--- src/include/stack_cpu_consts.svh ---
// constants for the stack processor decode block: widths, reset values, code tables
`ifndef STACK_CPU_CONSTS_SVH
`define STACK_CPU_CONSTS_SVH

// ---------------------------------------------
// datapath geometry
// ---------------------------------------------
`define SCD_WORD_W      16
`define SCD_INSTR_W     8
`define SCD_NIB_W       4
`define SCD_BYTES_LOG2  1

// ---------------------------------------------
// reset values
// ---------------------------------------------
`define SCD_WPTR_RESET  16'h0000
`define SCD_IPTR_RESET  16'h0000
`define SCD_OREG_RESET  16'h0000
`define SCD_STACK_RESET 16'h0000

// ---------------------------------------------
// function code table, one place to change it
// ---------------------------------------------
`define FN_LOAD_CONST   4'h0
`define FN_ADD_CONST    4'h1
`define FN_LOAD_LOCAL   4'h2
`define FN_STORE_LOCAL  4'h3
`define FN_LOCAL_PTR    4'h4
`define FN_LOAD_FAR     4'h5
`define FN_STORE_FAR    4'h6
`define FN_JUMP         4'h7
`define FN_COND_JUMP    4'h8
`define FN_CALL         4'h9
`define FN_PREFIX       4'ha
`define FN_NEG_PREFIX   4'hb
`define FN_OPERATE      4'hc

// ---------------------------------------------
// operate codes carried in the operand
// ---------------------------------------------
`define OPR_ADD         16'h0000
`define OPR_SUB         16'h0001
`define OPR_XOR         16'h0002
`define OPR_GT          16'h0003
`define OPR_REV         16'h0004

`endif

--- src/include/stack_cpu_pkg.sv ---
// types shared by the stack processor decode block
package stack_cpu_pkg;

	typedef enum logic [2:0] {
		STK_HOLD    = 3'b000,
		STK_PUSH    = 3'b001,
		STK_POP     = 3'b010,
		STK_SETA    = 3'b011,
		STK_SETAPOP = 3'b100,
		STK_POP2    = 3'b101,
		STK_SWAP    = 3'b110
	} stackOp_t;

	typedef enum logic [0:0] {
		S_EXEC = 1'b0,
		S_MEM  = 1'b1
	} state_t;

endpackage : stack_cpu_pkg

--- src/rtl/eval_stack.sv ---
// three-entry evaluation stack with push, pop and top replacement
`timescale 1ns/1ps
`include "stack_cpu_consts.svh"

module eval_stack #(
	parameter int WORD_W = `SCD_WORD_W
) (
	input  wire logic                  clk,
	input  wire logic                  rst_n,
	input  wire stack_cpu_pkg::stackOp_t op,
	input  wire logic [WORD_W-1:0]     din,
	output logic      [WORD_W-1:0]     topA,
	output logic      [WORD_W-1:0]     midB,
	output logic      [WORD_W-1:0]     botC
);
	import stack_cpu_pkg::*;

	// ---------------------------------------------
	// stack registers
	// ---------------------------------------------
	logic [WORD_W-1:0] topA_r;
	logic [WORD_W-1:0] midB_r;
	logic [WORD_W-1:0] botC_r;

	// no depth counter on purpose: overflow is the program's problem
	always_ff @(posedge clk) begin
		if (!rst_n) begin
			topA_r <= WORD_W'(`SCD_STACK_RESET);
			midB_r <= WORD_W'(`SCD_STACK_RESET);
			botC_r <= WORD_W'(`SCD_STACK_RESET);
		end else begin
			unique case (op)
				STK_HOLD: begin
				end
				STK_PUSH: begin
					botC_r <= midB_r;
					midB_r <= topA_r;
					topA_r <= din;
				end
				STK_POP: begin
					topA_r <= midB_r;
					midB_r <= botC_r;
				end
				STK_SETA: begin
					topA_r <= din;
				end
				STK_SETAPOP: begin
					topA_r <= din;
					midB_r <= botC_r;
				end
				STK_POP2: begin
					topA_r <= botC_r;
					midB_r <= botC_r;
				end
				STK_SWAP: begin
					topA_r <= midB_r;
					midB_r <= topA_r;
				end
				default: begin
				end
			endcase
		end
	end

	assign topA = topA_r;
	assign midB = midB_r;
	assign botC = botC_r;
endmodule : eval_stack

--- src/rtl/stack_cpu_decode.sv ---
// instruction decode and register datapath of the 16-bit stack processor
// Operation
// - byte splits into function and data nibble
// - sixteen codes, thirteen decoded: ten direct functions plus prefix, negative prefix and operate
// - load local pushes B to C, A to B; load far only replaces A
// - store local pops B to A, C to B; store far moves C to both A and B
// - add sums top two, pops stack
// - no stack overflow detection logic
// - load constant pushes 0..15 in one byte
// - local access at workspace plus operand
// - non-local access at A plus operand
// - exactly six execution registers
// - iptr holds next instruction address
// - 16-bit words, 64 Kbyte address space
// - nibble into operand low bits, then clear
// - prefix shifts left four, negative complements
// - operate decodes operand as stack operation
`timescale 1ns/1ps
`include "stack_cpu_consts.svh"

module stack_cpu_decode #(
	parameter int WORD_W = `SCD_WORD_W
) (
	input  wire logic                clk,
	input  wire logic                rst_n,
	input  wire logic                instrValid,
	input  wire logic [7:0]          instrByte,
	output logic                     instrReady,
	output logic      [WORD_W-1:0]   fetchAddr,
	output logic                     jumpTaken,
	output logic                     memReq,
	output logic                     memWe,
	output logic      [WORD_W-1:0]   memAddr,
	output logic      [WORD_W-1:0]   memWdata,
	input  wire logic [WORD_W-1:0]   memRdata,
	input  wire logic                memAck,
	output logic      [WORD_W-1:0]   wptrOut,
	output logic      [WORD_W-1:0]   oregOut,
	output logic      [WORD_W-1:0]   stackA,
	output logic      [WORD_W-1:0]   stackB,
	output logic      [WORD_W-1:0]   stackC
);
	import stack_cpu_pkg::*;

	// ---------------------------------------------
	// elaboration check
	// ---------------------------------------------
	// byte addresses over 64 Kbytes need exactly a 16-bit word
	if (WORD_W != 16) begin : g_badWidth
		$error("stack_cpu_decode: WORD_W must be 16");
	end

	// ---------------------------------------------
	// registers: wptr, iptr, oreg here, A/B/C in the stack
	// ---------------------------------------------
	state_t            state_r;
	state_t            state_nxt;
	logic [WORD_W-1:0] wptr_r;
	logic [WORD_W-1:0] iptr_r;
	logic [WORD_W-1:0] iptr_nxt;
	logic [WORD_W-1:0] oreg_r;
	logic [WORD_W-1:0] oreg_nxt;
	stackOp_t          pendOp_r;
	logic              jumpTaken_r;
	logic              memWe_r;
	logic [WORD_W-1:0] memAddr_r;
	logic [WORD_W-1:0] memWdata_r;

	// ---------------------------------------------
	// field split and function decode
	// ---------------------------------------------
	wire [3:0] fnCode = instrByte[7:4];
	wire [3:0] nibble = instrByte[3:0];
	wire       take   = (state_r == S_EXEC) && instrValid;

	// all code compares go through the one table
	wire isLdConst  = fnCode == `FN_LOAD_CONST;
	wire isAddConst = fnCode == `FN_ADD_CONST;
	wire isLdLocal  = fnCode == `FN_LOAD_LOCAL;
	wire isStLocal  = fnCode == `FN_STORE_LOCAL;
	wire isLocalPtr = fnCode == `FN_LOCAL_PTR;
	wire isLdFar    = fnCode == `FN_LOAD_FAR;
	wire isStFar    = fnCode == `FN_STORE_FAR;
	wire isJump     = fnCode == `FN_JUMP;
	wire isCondJump = fnCode == `FN_COND_JUMP;
	wire isCall     = fnCode == `FN_CALL;
	wire isPrefix   = fnCode == `FN_PREFIX;
	wire isNegPfx   = fnCode == `FN_NEG_PREFIX;
	wire isOperate  = fnCode == `FN_OPERATE;
	wire isMemOp    = isLdLocal | isStLocal | isLdFar | isStFar;

	// ---------------------------------------------
	// operand formation
	// ---------------------------------------------
	wire [WORD_W-1:0] operand   = oreg_r | {{(WORD_W-4){1'b0}}, nibble};
	wire [WORD_W-1:0] pfxNext   = {operand[WORD_W-5:0], 4'h0};
	wire [WORD_W-1:0] operandN  = ~operand;
	wire [WORD_W-1:0] nfxNext   = {operandN[WORD_W-5:0], 4'h0};
	wire [WORD_W-1:0] wordOffs  = {operand[WORD_W-2:0], 1'b0};

	// ---------------------------------------------
	// addresses
	// ---------------------------------------------
	wire [WORD_W-1:0] localAddr = wptr_r + wordOffs;
	wire [WORD_W-1:0] farAddr   = stackA + wordOffs;
	wire [WORD_W-1:0] seqIptr   = iptr_r + 16'h0001;
	wire [WORD_W-1:0] jmpTarget = seqIptr + operand;
	wire              aIsZero   = stackA == '0;
	wire              flowJump  = isJump | isCall | (isCondJump & aIsZero);

	// ---------------------------------------------
	// operate unit
	// ---------------------------------------------
	wire [WORD_W-1:0] aluAdd = stackB + stackA;
	wire [WORD_W-1:0] aluSub = stackB - stackA;
	wire [WORD_W-1:0] aluXor = stackB ^ stackA;
	wire [WORD_W-1:0] aluGt  = {{(WORD_W-1){1'b0}}, $signed(stackB) > $signed(stackA)};
	wire [WORD_W-1:0] adcSum = stackA + operand;

	// operand selects what happens to the stack
	wire oprAdd = isOperate && operand == `OPR_ADD;
	wire oprSub = isOperate && operand == `OPR_SUB;
	wire oprXor = isOperate && operand == `OPR_XOR;
	wire oprGt  = isOperate && operand == `OPR_GT;
	wire oprRev = isOperate && operand == `OPR_REV;

	// ---------------------------------------------
	// stack control for the instruction in hand
	// ---------------------------------------------
	stackOp_t          execOp;
	logic [WORD_W-1:0] execVal;
	stackOp_t          memOp;

	always_comb begin
		execOp  = STK_HOLD;
		execVal = '0;
		if (isLdConst) begin
			execOp  = STK_PUSH;
			execVal = operand;
		end else if (isAddConst) begin
			execOp  = STK_SETA;
			execVal = adcSum;
		end else if (isLocalPtr) begin
			execOp  = STK_PUSH;
			execVal = localAddr;
		end else if (isCall) begin
			execOp  = STK_PUSH;
			execVal = seqIptr;
		end else if (isCondJump && !aIsZero) begin
			execOp  = STK_POP;
		end else if (oprAdd) begin
			execOp  = STK_SETAPOP;
			execVal = aluAdd;
		end else if (oprSub) begin
			execOp  = STK_SETAPOP;
			execVal = aluSub;
		end else if (oprXor) begin
			execOp  = STK_SETAPOP;
			execVal = aluXor;
		end else if (oprGt) begin
			execOp  = STK_SETAPOP;
			execVal = aluGt;
		end else if (oprRev) begin
			execOp  = STK_SWAP;
		end
	end

	// stack moves for memory ops wait for the answer, so A stays the address source
	always_comb begin
		memOp = STK_HOLD;
		if (isLdLocal) begin
			memOp = STK_PUSH;
		end else if (isStLocal) begin
			memOp = STK_POP;
		end else if (isLdFar) begin
			memOp = STK_SETA;
		end else if (isStFar) begin
			memOp = STK_POP2;
		end
	end

	wire      memDone = (state_r == S_MEM) && memAck;
	stackOp_t stkOp;
	assign stkOp = memDone ? pendOp_r : (take && !isMemOp) ? execOp : STK_HOLD;
	wire [WORD_W-1:0] stkVal = memDone ? memRdata : execVal;

	eval_stack #(
		.WORD_W (WORD_W)
	) u_stack (
		.clk   (clk),
		.rst_n (rst_n),
		.op    (stkOp),
		.din   (stkVal),
		.topA  (stackA),
		.midB  (stackB),
		.botC  (stackC)
	);

	// ---------------------------------------------
	// next-state decode
	// ---------------------------------------------
	// prefixes keep building, everything else leaves a clean operand
	assign oreg_nxt  = !take ? oreg_r : isPrefix ? pfxNext : isNegPfx ? nfxNext : '0;
	assign iptr_nxt  = !take ? iptr_r : flowJump ? jmpTarget : seqIptr;
	assign state_nxt = (take && isMemOp) ? S_MEM : memDone ? S_EXEC : state_r;

	// ---------------------------------------------
	// state registers
	// ---------------------------------------------
	always_ff @(posedge clk) begin
		if (!rst_n) begin
			state_r     <= S_EXEC;
			wptr_r      <= WORD_W'(`SCD_WPTR_RESET);
			iptr_r      <= WORD_W'(`SCD_IPTR_RESET);
			oreg_r      <= WORD_W'(`SCD_OREG_RESET);
			jumpTaken_r <= 1'b0;
		end else begin
			state_r     <= state_nxt;
			iptr_r      <= iptr_nxt;
			oreg_r      <= oreg_nxt;
			jumpTaken_r <= take && flowJump;
		end
	end

	// memory request is captured once; the address cannot drift while A moves
	always_ff @(posedge clk) begin
		if (!rst_n) begin
			pendOp_r   <= STK_HOLD;
			memWe_r    <= 1'b0;
			memAddr_r  <= '0;
			memWdata_r <= '0;
		end else if (take && isMemOp) begin
			pendOp_r   <= memOp;
			memWe_r    <= isStLocal | isStFar;
			memAddr_r  <= (isLdFar | isStFar) ? farAddr : localAddr;
			memWdata_r <= isStFar ? stackB : stackA;
		end
	end

	// ---------------------------------------------
	// outputs
	// ---------------------------------------------
	assign instrReady = state_r == S_EXEC;
	assign memReq     = state_r == S_MEM;
	assign memWe      = memWe_r;
	assign memAddr    = memAddr_r;
	assign memWdata   = memWdata_r;
	assign fetchAddr  = iptr_r;
	assign jumpTaken  = jumpTaken_r;
	assign wptrOut    = wptr_r;
	assign oregOut    = oreg_r;

	wire [WORD_W-1:0] nibWide = {{(WORD_W-4){1'b0}}, nibble};
	wire              plainLc = take && isLdConst && oreg_r == '0;
	// low nibble of oreg is always clear, so a sum rebuilds the operand independently
	wire [WORD_W-1:0] chkOp   = oreg_r + nibWide;
endmodule : stack_cpu_decode

--- config.mk ---
export PLATFORM = sky130hd
export DESIGN_NAME = stack_cpu_decode
export DESIGN_NICKNAME = d
export VERILOG_FILES = /design/src/include/stack_cpu_pkg.sv /design/src/rtl/eval_stack.sv /design/src/rtl/stack_cpu_decode.sv
export VERILOG_INCLUDE_DIRS = /design/src /design/src/include
export SDC_FILE = /design/constraint.sdc
export NUM_CORES = 1
export LEC_CHECK = 0
export BUFFER_PORTS_ARGS = -buffer_cell sky130_fd_sc_hd__buf_4
export CORE_MARGIN = 3
export CORE_UTILIZATION = 40
export DETAILED_ROUTE_END_ITERATION = 8
export PLACE_DENSITY = 0.6
export SETUP_SLACK_MARGIN = 0.02
export SLEW_MARGIN = 20
export SYNTH_ARGS = -nofsm -noshare
export SYNTH_HDL_FRONTEND = slang
export SYNTH_SLANG_ARGS = --single-unit
--- constraint.sdc ---
create_clock -name clk -period 9.55 [get_ports clk]
set_input_delay 0.955 -clock clk [delete_from_list [all_inputs] [get_ports clk]]
set_output_delay 0.955 -clock clk [all_outputs]
set_load 0.02 [all_outputs]
# Word-level counts from Yosys, hierarchy flattened
# Index checks and enable logic that the tools add are counted.
[classes]
reduce_logical = 23
n_eq_ne = 22
mux = 35
magnitude_cmp = 1
addsub = 6
bitwise_logic = 12
[op_table]
columns = ["cell", "n"]
rows = [
  ["$mux 16", 14],
  ["$add 16x16->16", 4],
  ["$mux 3", 16],
  ["$pmux 16 s3", 1],
  ["$eq 16x2->1 const B", 2],
  ["$logic_not 16->1", 2],
  ["$pmux 16 s2", 1],
  ["$eq 4x4->1 const B", 5],
  ["$add 16x1->16 const B", 1],
  ["$eq 16x1->1 const B", 1],
  ["$eq 16x3->1 const B", 1],
  ["$eq 4x3->1 const B", 4],
  ["$gt 16x16->1", 1],
  ["$or 16x4->16", 1],
  ["$sub 16x16->16", 1],
  ["$xor 16x16->16", 1],
  ["$not 12->12", 1],
  ["$logic_and 1x1->1", 11],
  ["$eq 3x3->1 const B", 3],
  ["$eq 4x2->1 const B", 2],
  ["$or 1x1->1", 7],
  ["$eq 3x2->1 const B", 2],
  ["$reduce_or 3->1", 2],
  ["$eq 4x1->1 const B", 1],
  ["9 further kinds", 14],
]
[word_totals]
reg_bits = 118
input_bits = 28
output_inout_bits = 132

# Depth between registers and ports, before layout
# Gate-level depths: netlist of the first run.
[depth]
word_depth = 18
ltp_mapped = 15

# Hierarchy
# From an unflattened synthesis of the first run, not the netlist that was laid out.
[unflattened]
cells_unflattened = 1430
hier_area_um2 = 10880.4
[modules_own_cells]
columns = ["module", "area_per_inst_um2", "cells_per_inst", "seq_area_each_um2", "n_inst"]
rows = [
  ["stack_cpu_decode", 8296.7, 1131, 1321.3, 1],
  ["eval_stack", 2583.7, 299, 960.9, 1],
]

# Worst setup path before layout of the first run
# Ideal clock, no wire load.
[synth_timing]
kind = "register -> register"
from = "register iptr_r[0] (netlist: fetchAddr[0])"
to = "register iptr_r[15] (netlist: fetchAddr[15])"
path_slack_ns = 5.854
stages_incl_launch_ff = 16
path_buffers = 0
synth_period_minus_slack_ns = 3.696
required_ns = 9.480
setup_ns = 0.070
arrival_ns = 3.625
cell_sequence = "dfxtp_1 -> ha_1 -> nand3_1 -> nor3_1 -> nand2_1 -> xor2_1 -> inv_1 -> ha_1 -> or3_1 -> a311oi_1 -> o41ai_2 -> and4_1 -> a311oi_1 -> xor2_1 -> or3_1 -> a21oi_1"
[synth_between]
elab_chain_cells = 3
[synth_lines]
columns = ["item", "line_no", "rtl"]
rows = [
  ["from (decl)", "stack_cpu_decode.sv:59", "logic [WORD_W-1:0] iptr_r;"],
  ["from (signal assigned)", "stack_cpu_decode.sv:214", "iptr_r <= WORD_W'(`SCD_IPTR_RESET);"],
  ["from (signal assigned)", "stack_cpu_decode.sv:219", "iptr_r <= iptr_nxt;"],
  ["$add 16x1->16 (*)", "stack_cpu_decode.sv:106", "wire [WORD_W-1:0] seqIptr = iptr_r + 16'h0001;"],
  ["$add 16x16->16", "stack_cpu_decode.sv:107", "wire [WORD_W-1:0] jmpTarget = seqIptr + operand;"],
  ["$mux 16 (*)", "stack_cpu_decode.sv:204", "assign iptr_nxt = !take ? iptr_r : flowJump ? jmpTarget : seqIptr;"],
]
# Mark *: on every way between the ends. The rest lies on a longest branch, timed or not.
# A chain may end at the register's enable or synchronous reset.

# Final worst setup path of the first run
# Ends and elaborated chain as after synthesis.

==> impl_metrics.toml, run 1 <==
[status]
status = "completed"

[power_and_ir_drop]
combinationalPowerShare = 0.288
ir_drop_uv = 107.5
p_sw_mw = 0.6827
powerDensity_nw_per_um2 = 148.5
pwr-share-clk = 0.394
sequentialPowerShare = 0.318
p_leak_nw = 5.034
intPower_mw = 1.089
switching_share = 0.3854
total_power_mw = 1.771

[synth]
ys_types = 96
yosys.area.top_type = "dfxtp_1"
synth_edf_count = 0
synth_area_um2 = 10180
seq_area_frac_synth = 0.2241
synth_most_common_cell = "nand2_1"
synthArstFlopShare = 0
synth_flop_cell = "dfxtp_1"
synth_top_area_frac = 0.2241
yosys-top-cells-count = "149 x nand2_1, 132 x nor2_1, 127 x a21oi_1"
synth_area_per_cell_um2 = 7.460
ys_ff_latch = 114
yosys_warnings = 0
synth.area.top_cells = "dfxtp_1 22%, ha_1 9.3%, a21oi_1 6.2%"
synth_cells = 1365

[clock_network]
clock_latency_ps = 430
clock_sink_count = 114
cts_buffers = 17
cts-hold-fix-buffers = 0
path_clk_slew_ps = 70
htreeDepth = 4
clock-root-buffer = "clkbuf_16"
cts_buffer_depth = 2
cts_tree = "done"
ctsResizeCount = 0
cts_setup_buffers = 0

[drt]
wire_per_inst_um = 23.81
wirelength_mm = 42.86
drtIter0Drc = 1414
drc = 0
ant_nets = 0
vias_per_cell = 6.198
drt-pass1-iter-count = 5
num_vias = 11160

[timing]
setup_tns_ps = 0
fin_skew_ps = 13.73
slew_violations = 0
rsz0062_at_grt = "no"
post-route-min-period_ps = 4338
fin_hold_ws_ps = 502.6
fin_crit_sh = 0.4542
fmax_mhz = 230.5
slew_headroom = 0.2927
finalHoldViolCount = 0
setup_viol = 0
worst_slew_pin_slew_ps = 1061

[finish]
syn_to_final_growth_pct = 17.09
insertedDiodeCount = 0
fillers = 2534
fin_util = 0.4832
drive_above_1_share = 0.1612
register_area_um2 = 2282
fin_nets = 1572
layout.cells.non_filler = 1800
multi_input_area_um2 = 7252

[floorplanning]
io_pins = 160
dieArea_um2 = 27410
coreArea_um2 = 24680
die_w_um = 165.6
die_h_um = 165.6
start_util = 0.4127
core.rowCount = 57

[grt]
track_usage = 0.3061
antenna_found_initial = 0
grt_overflow = 0
grt_pass1_wl_mm = 63.16
grt_max_degree = 74
grt_pass1_vias = 10010

[place]
post-dp-hpwl_mm = 31.27
globalplace.congestion = 1.006
port_buffers = 139
placedCellCount = 1768

[setup_path]
critical_path.endpoint_type = "register"
path_class = "reg2reg"
crit_chain = "ha_1 -> nand3_1 -> nor3_1 -> nand2_1 -> xor2_1 -> inv_1 -> ha_1 -> or3_1 -> a311oi_1 -> o41ai_2 -> and4_1 -> a311oi_1 -> xor2_1 -> or3_1 -> a21oi_1"
max_stage_delay_ps = 500
start_kind = "register"
cp.arrival_ps = 4690
crit_slowest_cell = "nor3_1"
critPathMaxFanout = 7
rr_startpoint = "fetchAddr[0]"
critical_path_required_ps = 9900
startpoint = "fetchAddr[0]"

[worst_hold_path]
min_from = "u_stack.botC[4]"
hold_class = "reg2reg"

[flow_run]
drv_cap = 0
==> power by group through the flow <==
| stage | clock [mW] | combinational (mW) | sequential (mW) |
|---|---|---|---|
| after detailed placement | 0 | 0.497 | 0.571 |
| after floorplan | 0 | 0.320 | 0.576 |
| after global routing | 0.725 | 0.550 | 0.565 |
| after global placement | 0 | 0.499 | 0.570 |
| final | 0.698 | 0.510 | 0.563 |
| after CTS | 0.703 | 0.499 | 0.560 |
==> worst max-delay path: cells and delay by family, from the launching register on <==
| kind | cells | cell delay (ps) |
|---|---|---|
| compound gates | 4 | 1090 |
| xor+xnor | 2 | 390 |
| fa+ha+maj | 2 | 510 |
| buf+inv | 1 | 70 |
| flops | 1 | 470 |
| simple gates | 6 | 1700 |
==> cell families (layout without fill, tap and decap cells) <==
logic type	count (synthesis)	count (layout)	share of synthesized area
other	1	20	0.0003682
DFF	114	114	0.2241
adders and majority gates	81	81	0.1032
AOI/OAI and AO/OA	466	466	0.3029
xor gates and xnor gates	70	70	0.06020
muxes	11	11	0.01094
buffers and inverters	149	241	0.07286
and+or+nand+nor	473	473	0.2255
==> layer usage <==
metal	GRT usage	wire length, um	up-vias
li1	-	-	5191
met2	0.4433	17910	609
met5	0	0	-
met4	0.09679	1228	0
met1	0.4494	19220	5288
met3	0.06585	4507	69
==> sequential cells by signal, indices dropped and copies added, names as in the netlist, 3 cells and up <==
register,cells
oregOut,12
u_stack.topA,16
u_stack.midB,16
pendOp_r,3
u_stack.botC,16
memAddr,16
fetchAddr,16
memWdata,16
==> per-stage QoR <==
stage               area, um^2  setup WS [ps]
floorplan                10250           5854
global placement         11310           5342
global route             11920           4978
finish                   11920           5212
CTS                      11920           5256
detailed placement       11310           5298
==> cells in the final DEF (no fill, tap or decap), types with 5 or more instances in the layout <==
| cell type | Yosys | routed |
|---|---|---|
| nor2b_1 | 10 | 9 |
| dfxtp_1 | 114 | 114 |
| nand2b_1 | 19 | 19 |
| or3_1 | 21 | 21 |
| xor2_1 | 35 | 35 |
| nand4_1 | 6 | 6 |
| buf_4 | 21 | 157 |
| a311oi_1 | 15 | 15 |
| inv_1 | 50 | 50 |
| fa_1 | 5 | 5 |
| nand3b_1 | 7 | 7 |
| nor4_1 | 7 | 6 |
| ha_1 | 76 | 76 |
| conb_1 | 1 | 20 |
| a22oi_1 | 8 | 8 |
| o221ai_1 | 8 | 8 |
| inv_6 | 0 | 5 |
| mux2i_1 | 10 | 10 |
| a211oi_1 | 23 | 23 |
| inv_8 | 0 | 5 |
| and3_1 | 14 | 14 |
| a31oi_1 | 21 | 21 |
| o21a_1 | 5 | 5 |
| nand2_1 | 149 | 149 |
| nor3_1 | 37 | 37 |
| o22ai_1 | 20 | 20 |
| o31ai_1 | 8 | 8 |
| a221o_1 | 5 | 5 |
| o211ai_1 | 23 | 23 |
| nand3_1 | 35 | 35 |
| a21oi_1 | 127 | 127 |
| a221oi_1 | 15 | 15 |
| nor2_1 | 132 | 129 |
| o21bai_1 | 6 | 6 |
| clkbuf_16 | 0 | 17 |
| a21o_1 | 17 | 17 |
| xnor2_1 | 35 | 35 |
| o21ai_0 | 102 | 102 |
==> area by class of cell <==
type                    count  area share
inverters                  52     0.01637
well taps                 324     0.03400
multi-input cells        1121      0.6082
clock inverters            15     0.01553
repair buffers            157     0.09885
clock buffers              17     0.03568
flip-flops and latches    114      0.1914
==> worst paths after layout <==
check / to / slack, ps / depth (start not counted)
worst min-delay path: u_stack.botC[4] / 500 / 2
worst max register to register: fetchAddr[15] / 5210 / 15
worst min register to register: u_stack.botC[4] / 500 / 2
worst max-delay path: fetchAddr[15] / 5210 / 15
Note: power is estimated with default switching activity, not from simulation.
==> run 2, diff against run 1 <==
==> constraint.sdc (replaced) <==
create_clock -name clk -period 4.4 [get_ports clk]
set_input_delay 0.44 -clock clk [delete_from_list [all_inputs] [get_ports clk]]
set_output_delay 0.44 -clock clk [all_outputs]
set_load 0.02 [all_outputs]
==> run 2 against run 1 <==
Net effect:
- register-to-register slack lost 4800 ps
- critical endpoint unchanged
- non-clock buffer count rose by 25
- sequential power grew 110%
- critical path depth unchanged
- utilization up 0.69 points
- via count increased by 1.2%
- clock power up 110%
- clock skew grew 1.3 ps
- routed wire length decreased by 3.1%
- maximum frequency increased by 9.9%
- largest cell class unchanged
- worst setup slack got worse by 4800 ps
- final area up 1.4%
==> impl_metrics.toml, run 2 (synthesis gave the netlist of run 1 again) <==
[status]
status = "completed"

[floorplanning]
die_h_um = 165.6
io_pins = 160
start_util = 0.4127
dieArea_um2 = 27410
core.rowCount = 57
die_w_um = 165.6
coreArea_um2 = 24680

[clock_network]
cts_buffers = 17
cts_tree = "done"
clock_latency_ps = 440
cts_buffer_depth = 2
cts_setup_buffers = 0
cts-hold-fix-buffers = 0
path_clk_slew_ps = 70
clock_sink_count = 114
clock-root-buffer = "clkbuf_16"
htreeDepth = 4
ctsResizeCount = 0

[setup_path]
rrSetupSlack_ps = 450
critical_path.endpoint_type = "register"
r2r-end = "fetchAddr[15]"
startpoint = "fetchAddr[0]"
crit_chain = "ha_1 -> nand3_1 -> nor3_1 -> nand2_1 -> xor2_1 -> inv_1 -> ha_1 -> or3_1 -> a311oi_1 -> o41ai_2 -> and4_1 -> a311oi_1 -> xor2_1 -> or3_1 -> a21oi_1"
max_stage_delay_ps = 450
rr_worst_depth = 15
crit_slowest_cell = "dfxtp_1"
rr_startpoint = "fetchAddr[0]"
critical_path_required_ps = 4760
critPathMaxFanout = 7
path_class = "reg2reg"
start_kind = "register"
cp.arrival_ps = 4310
worstSetupEndpoint = "fetchAddr[15]"

[timing]
slew_violations = 0
fin_skew_ps = 15.02
fmax_mhz = 253.4
finalHoldViolCount = 0
slew_headroom = 0.3619
setup_tns_ps = 0
worst_slew_pin_slew_ps = 953.7
rsz0062_at_grt = "no"
fin_crit_sh = 0.8968
setup_viol = 0
post-route-min-period_ps = 3946

[place]
post-dp-hpwl_mm = 30.73
port_buffers = 139
globalplace.congestion = 1.065

[drt]
drtIter0Drc = 1389
ant_nets = 0
drc = 0
wirelength_mm = 41.53
vias_per_cell = 6.186
num_vias = 11290
drt-pass1-iter-count = 6
wire_per_inst_um = 22.76

[power_and_ir_drop]
ir_drop_uv = 166.9
total_power_mw = 3.800
powerDensity_nw_per_um2 = 314.2
p_leak_nw = 5.150

[grt]
grt_pass1_vias = 10080
track_usage = 0.2978
grt_overflow = 0
grt_max_degree = 45
antenna_found_initial = 0
grt_pass1_wl_mm = 61.90

[finish]
fin_nets = 1597
fin_util = 0.4901
layout_common_cells = "182 x buf_4, 149 x nand2_1, 129 x nor2_1"
fillers = 2504
layout_commonest_cell = "buf_4"
multi_input_area_um2 = 7252
syn_to_final_growth_pct = 18.76
insertedDiodeCount = 0
register_area_um2 = 2282
drive_above_1_share = 0.1752

[flow_run]
drv_cap = 0

[worst_hold_path]
hold_class = "in2reg"
## run 2: critical path: cells and delay by family (launching register included)
kind,cells,cell delay (ps)
flip-flops,1,450
adder cells (fa/ha/maj),2,510
AO/OA/AOI/OAI,4,1010
XOR/XNOR,2,370
buffers and inverters,1,80
AND/OR/NAND/NOR,6,1440
## run 2: through the flow
stage	setup WS, ps	hold WS (ps)	std cells	instance area (um^2)
after floorplan	704.2	484.1	1384	10250
after global placement	564.3	484.1	1793	11500
after detailed placement	555.5	492.0	1793	11500
after CTS	498.6	339.3	1825	12090
after global routing	81.77	344.8	1825	12090
final	454.1	344.2	1825	12090
## run 2: final cells by class
cell class | instances | area share
clock buffers | 17 | 0.03517
well taps | 324 | 0.03352
inverters | 52 | 0.01614
clock inverters | 15 | 0.01386
repair buffers | 182 | 0.1130
multi-input cells | 1121 | 0.5996
flip-flops and latches | 114 | 0.1887
## run 2: report_power, final
part	leakage, nW	total, mW	internal (mW)	switching [mW]
registers	0.929	1.19	1.09	0.0980
logic	3.93	1.14	0.420	0.724
clock network	0.285	1.47	0.807	0.660
## run 2: how the worst min path moves through the flow
| stage | startpoint | endpoint | cells past startpoint |
|---|---|---|---|
| final | memAck | memReq | 3 |
| after global routing | memRdata[5] | u_stack.topA[5] | 3 |
| after CTS | memRdata[5] | u_stack.topA[5] | 3 |
| after detailed placement | u_stack.botC[6] | u_stack.topA[6] | 2 |
| after global placement | u_stack.botC[7] | u_stack.botC[7] | 2 |
| after floorplan | pendOp_r[2] | pendOp_r[2] | 2 |
## run 2: routing by layer
layer / up-vias / global-route usage / part of all wire
met1: 5319 / 0.4344 / 0.44
met2: 644 / 0.4322 / 0.41
met3: 81 / 0.06161 / 0.11
met4: 0 / 0.1028 / 0.033
met5: - / 0 / 0
li1: 5245 / - / -
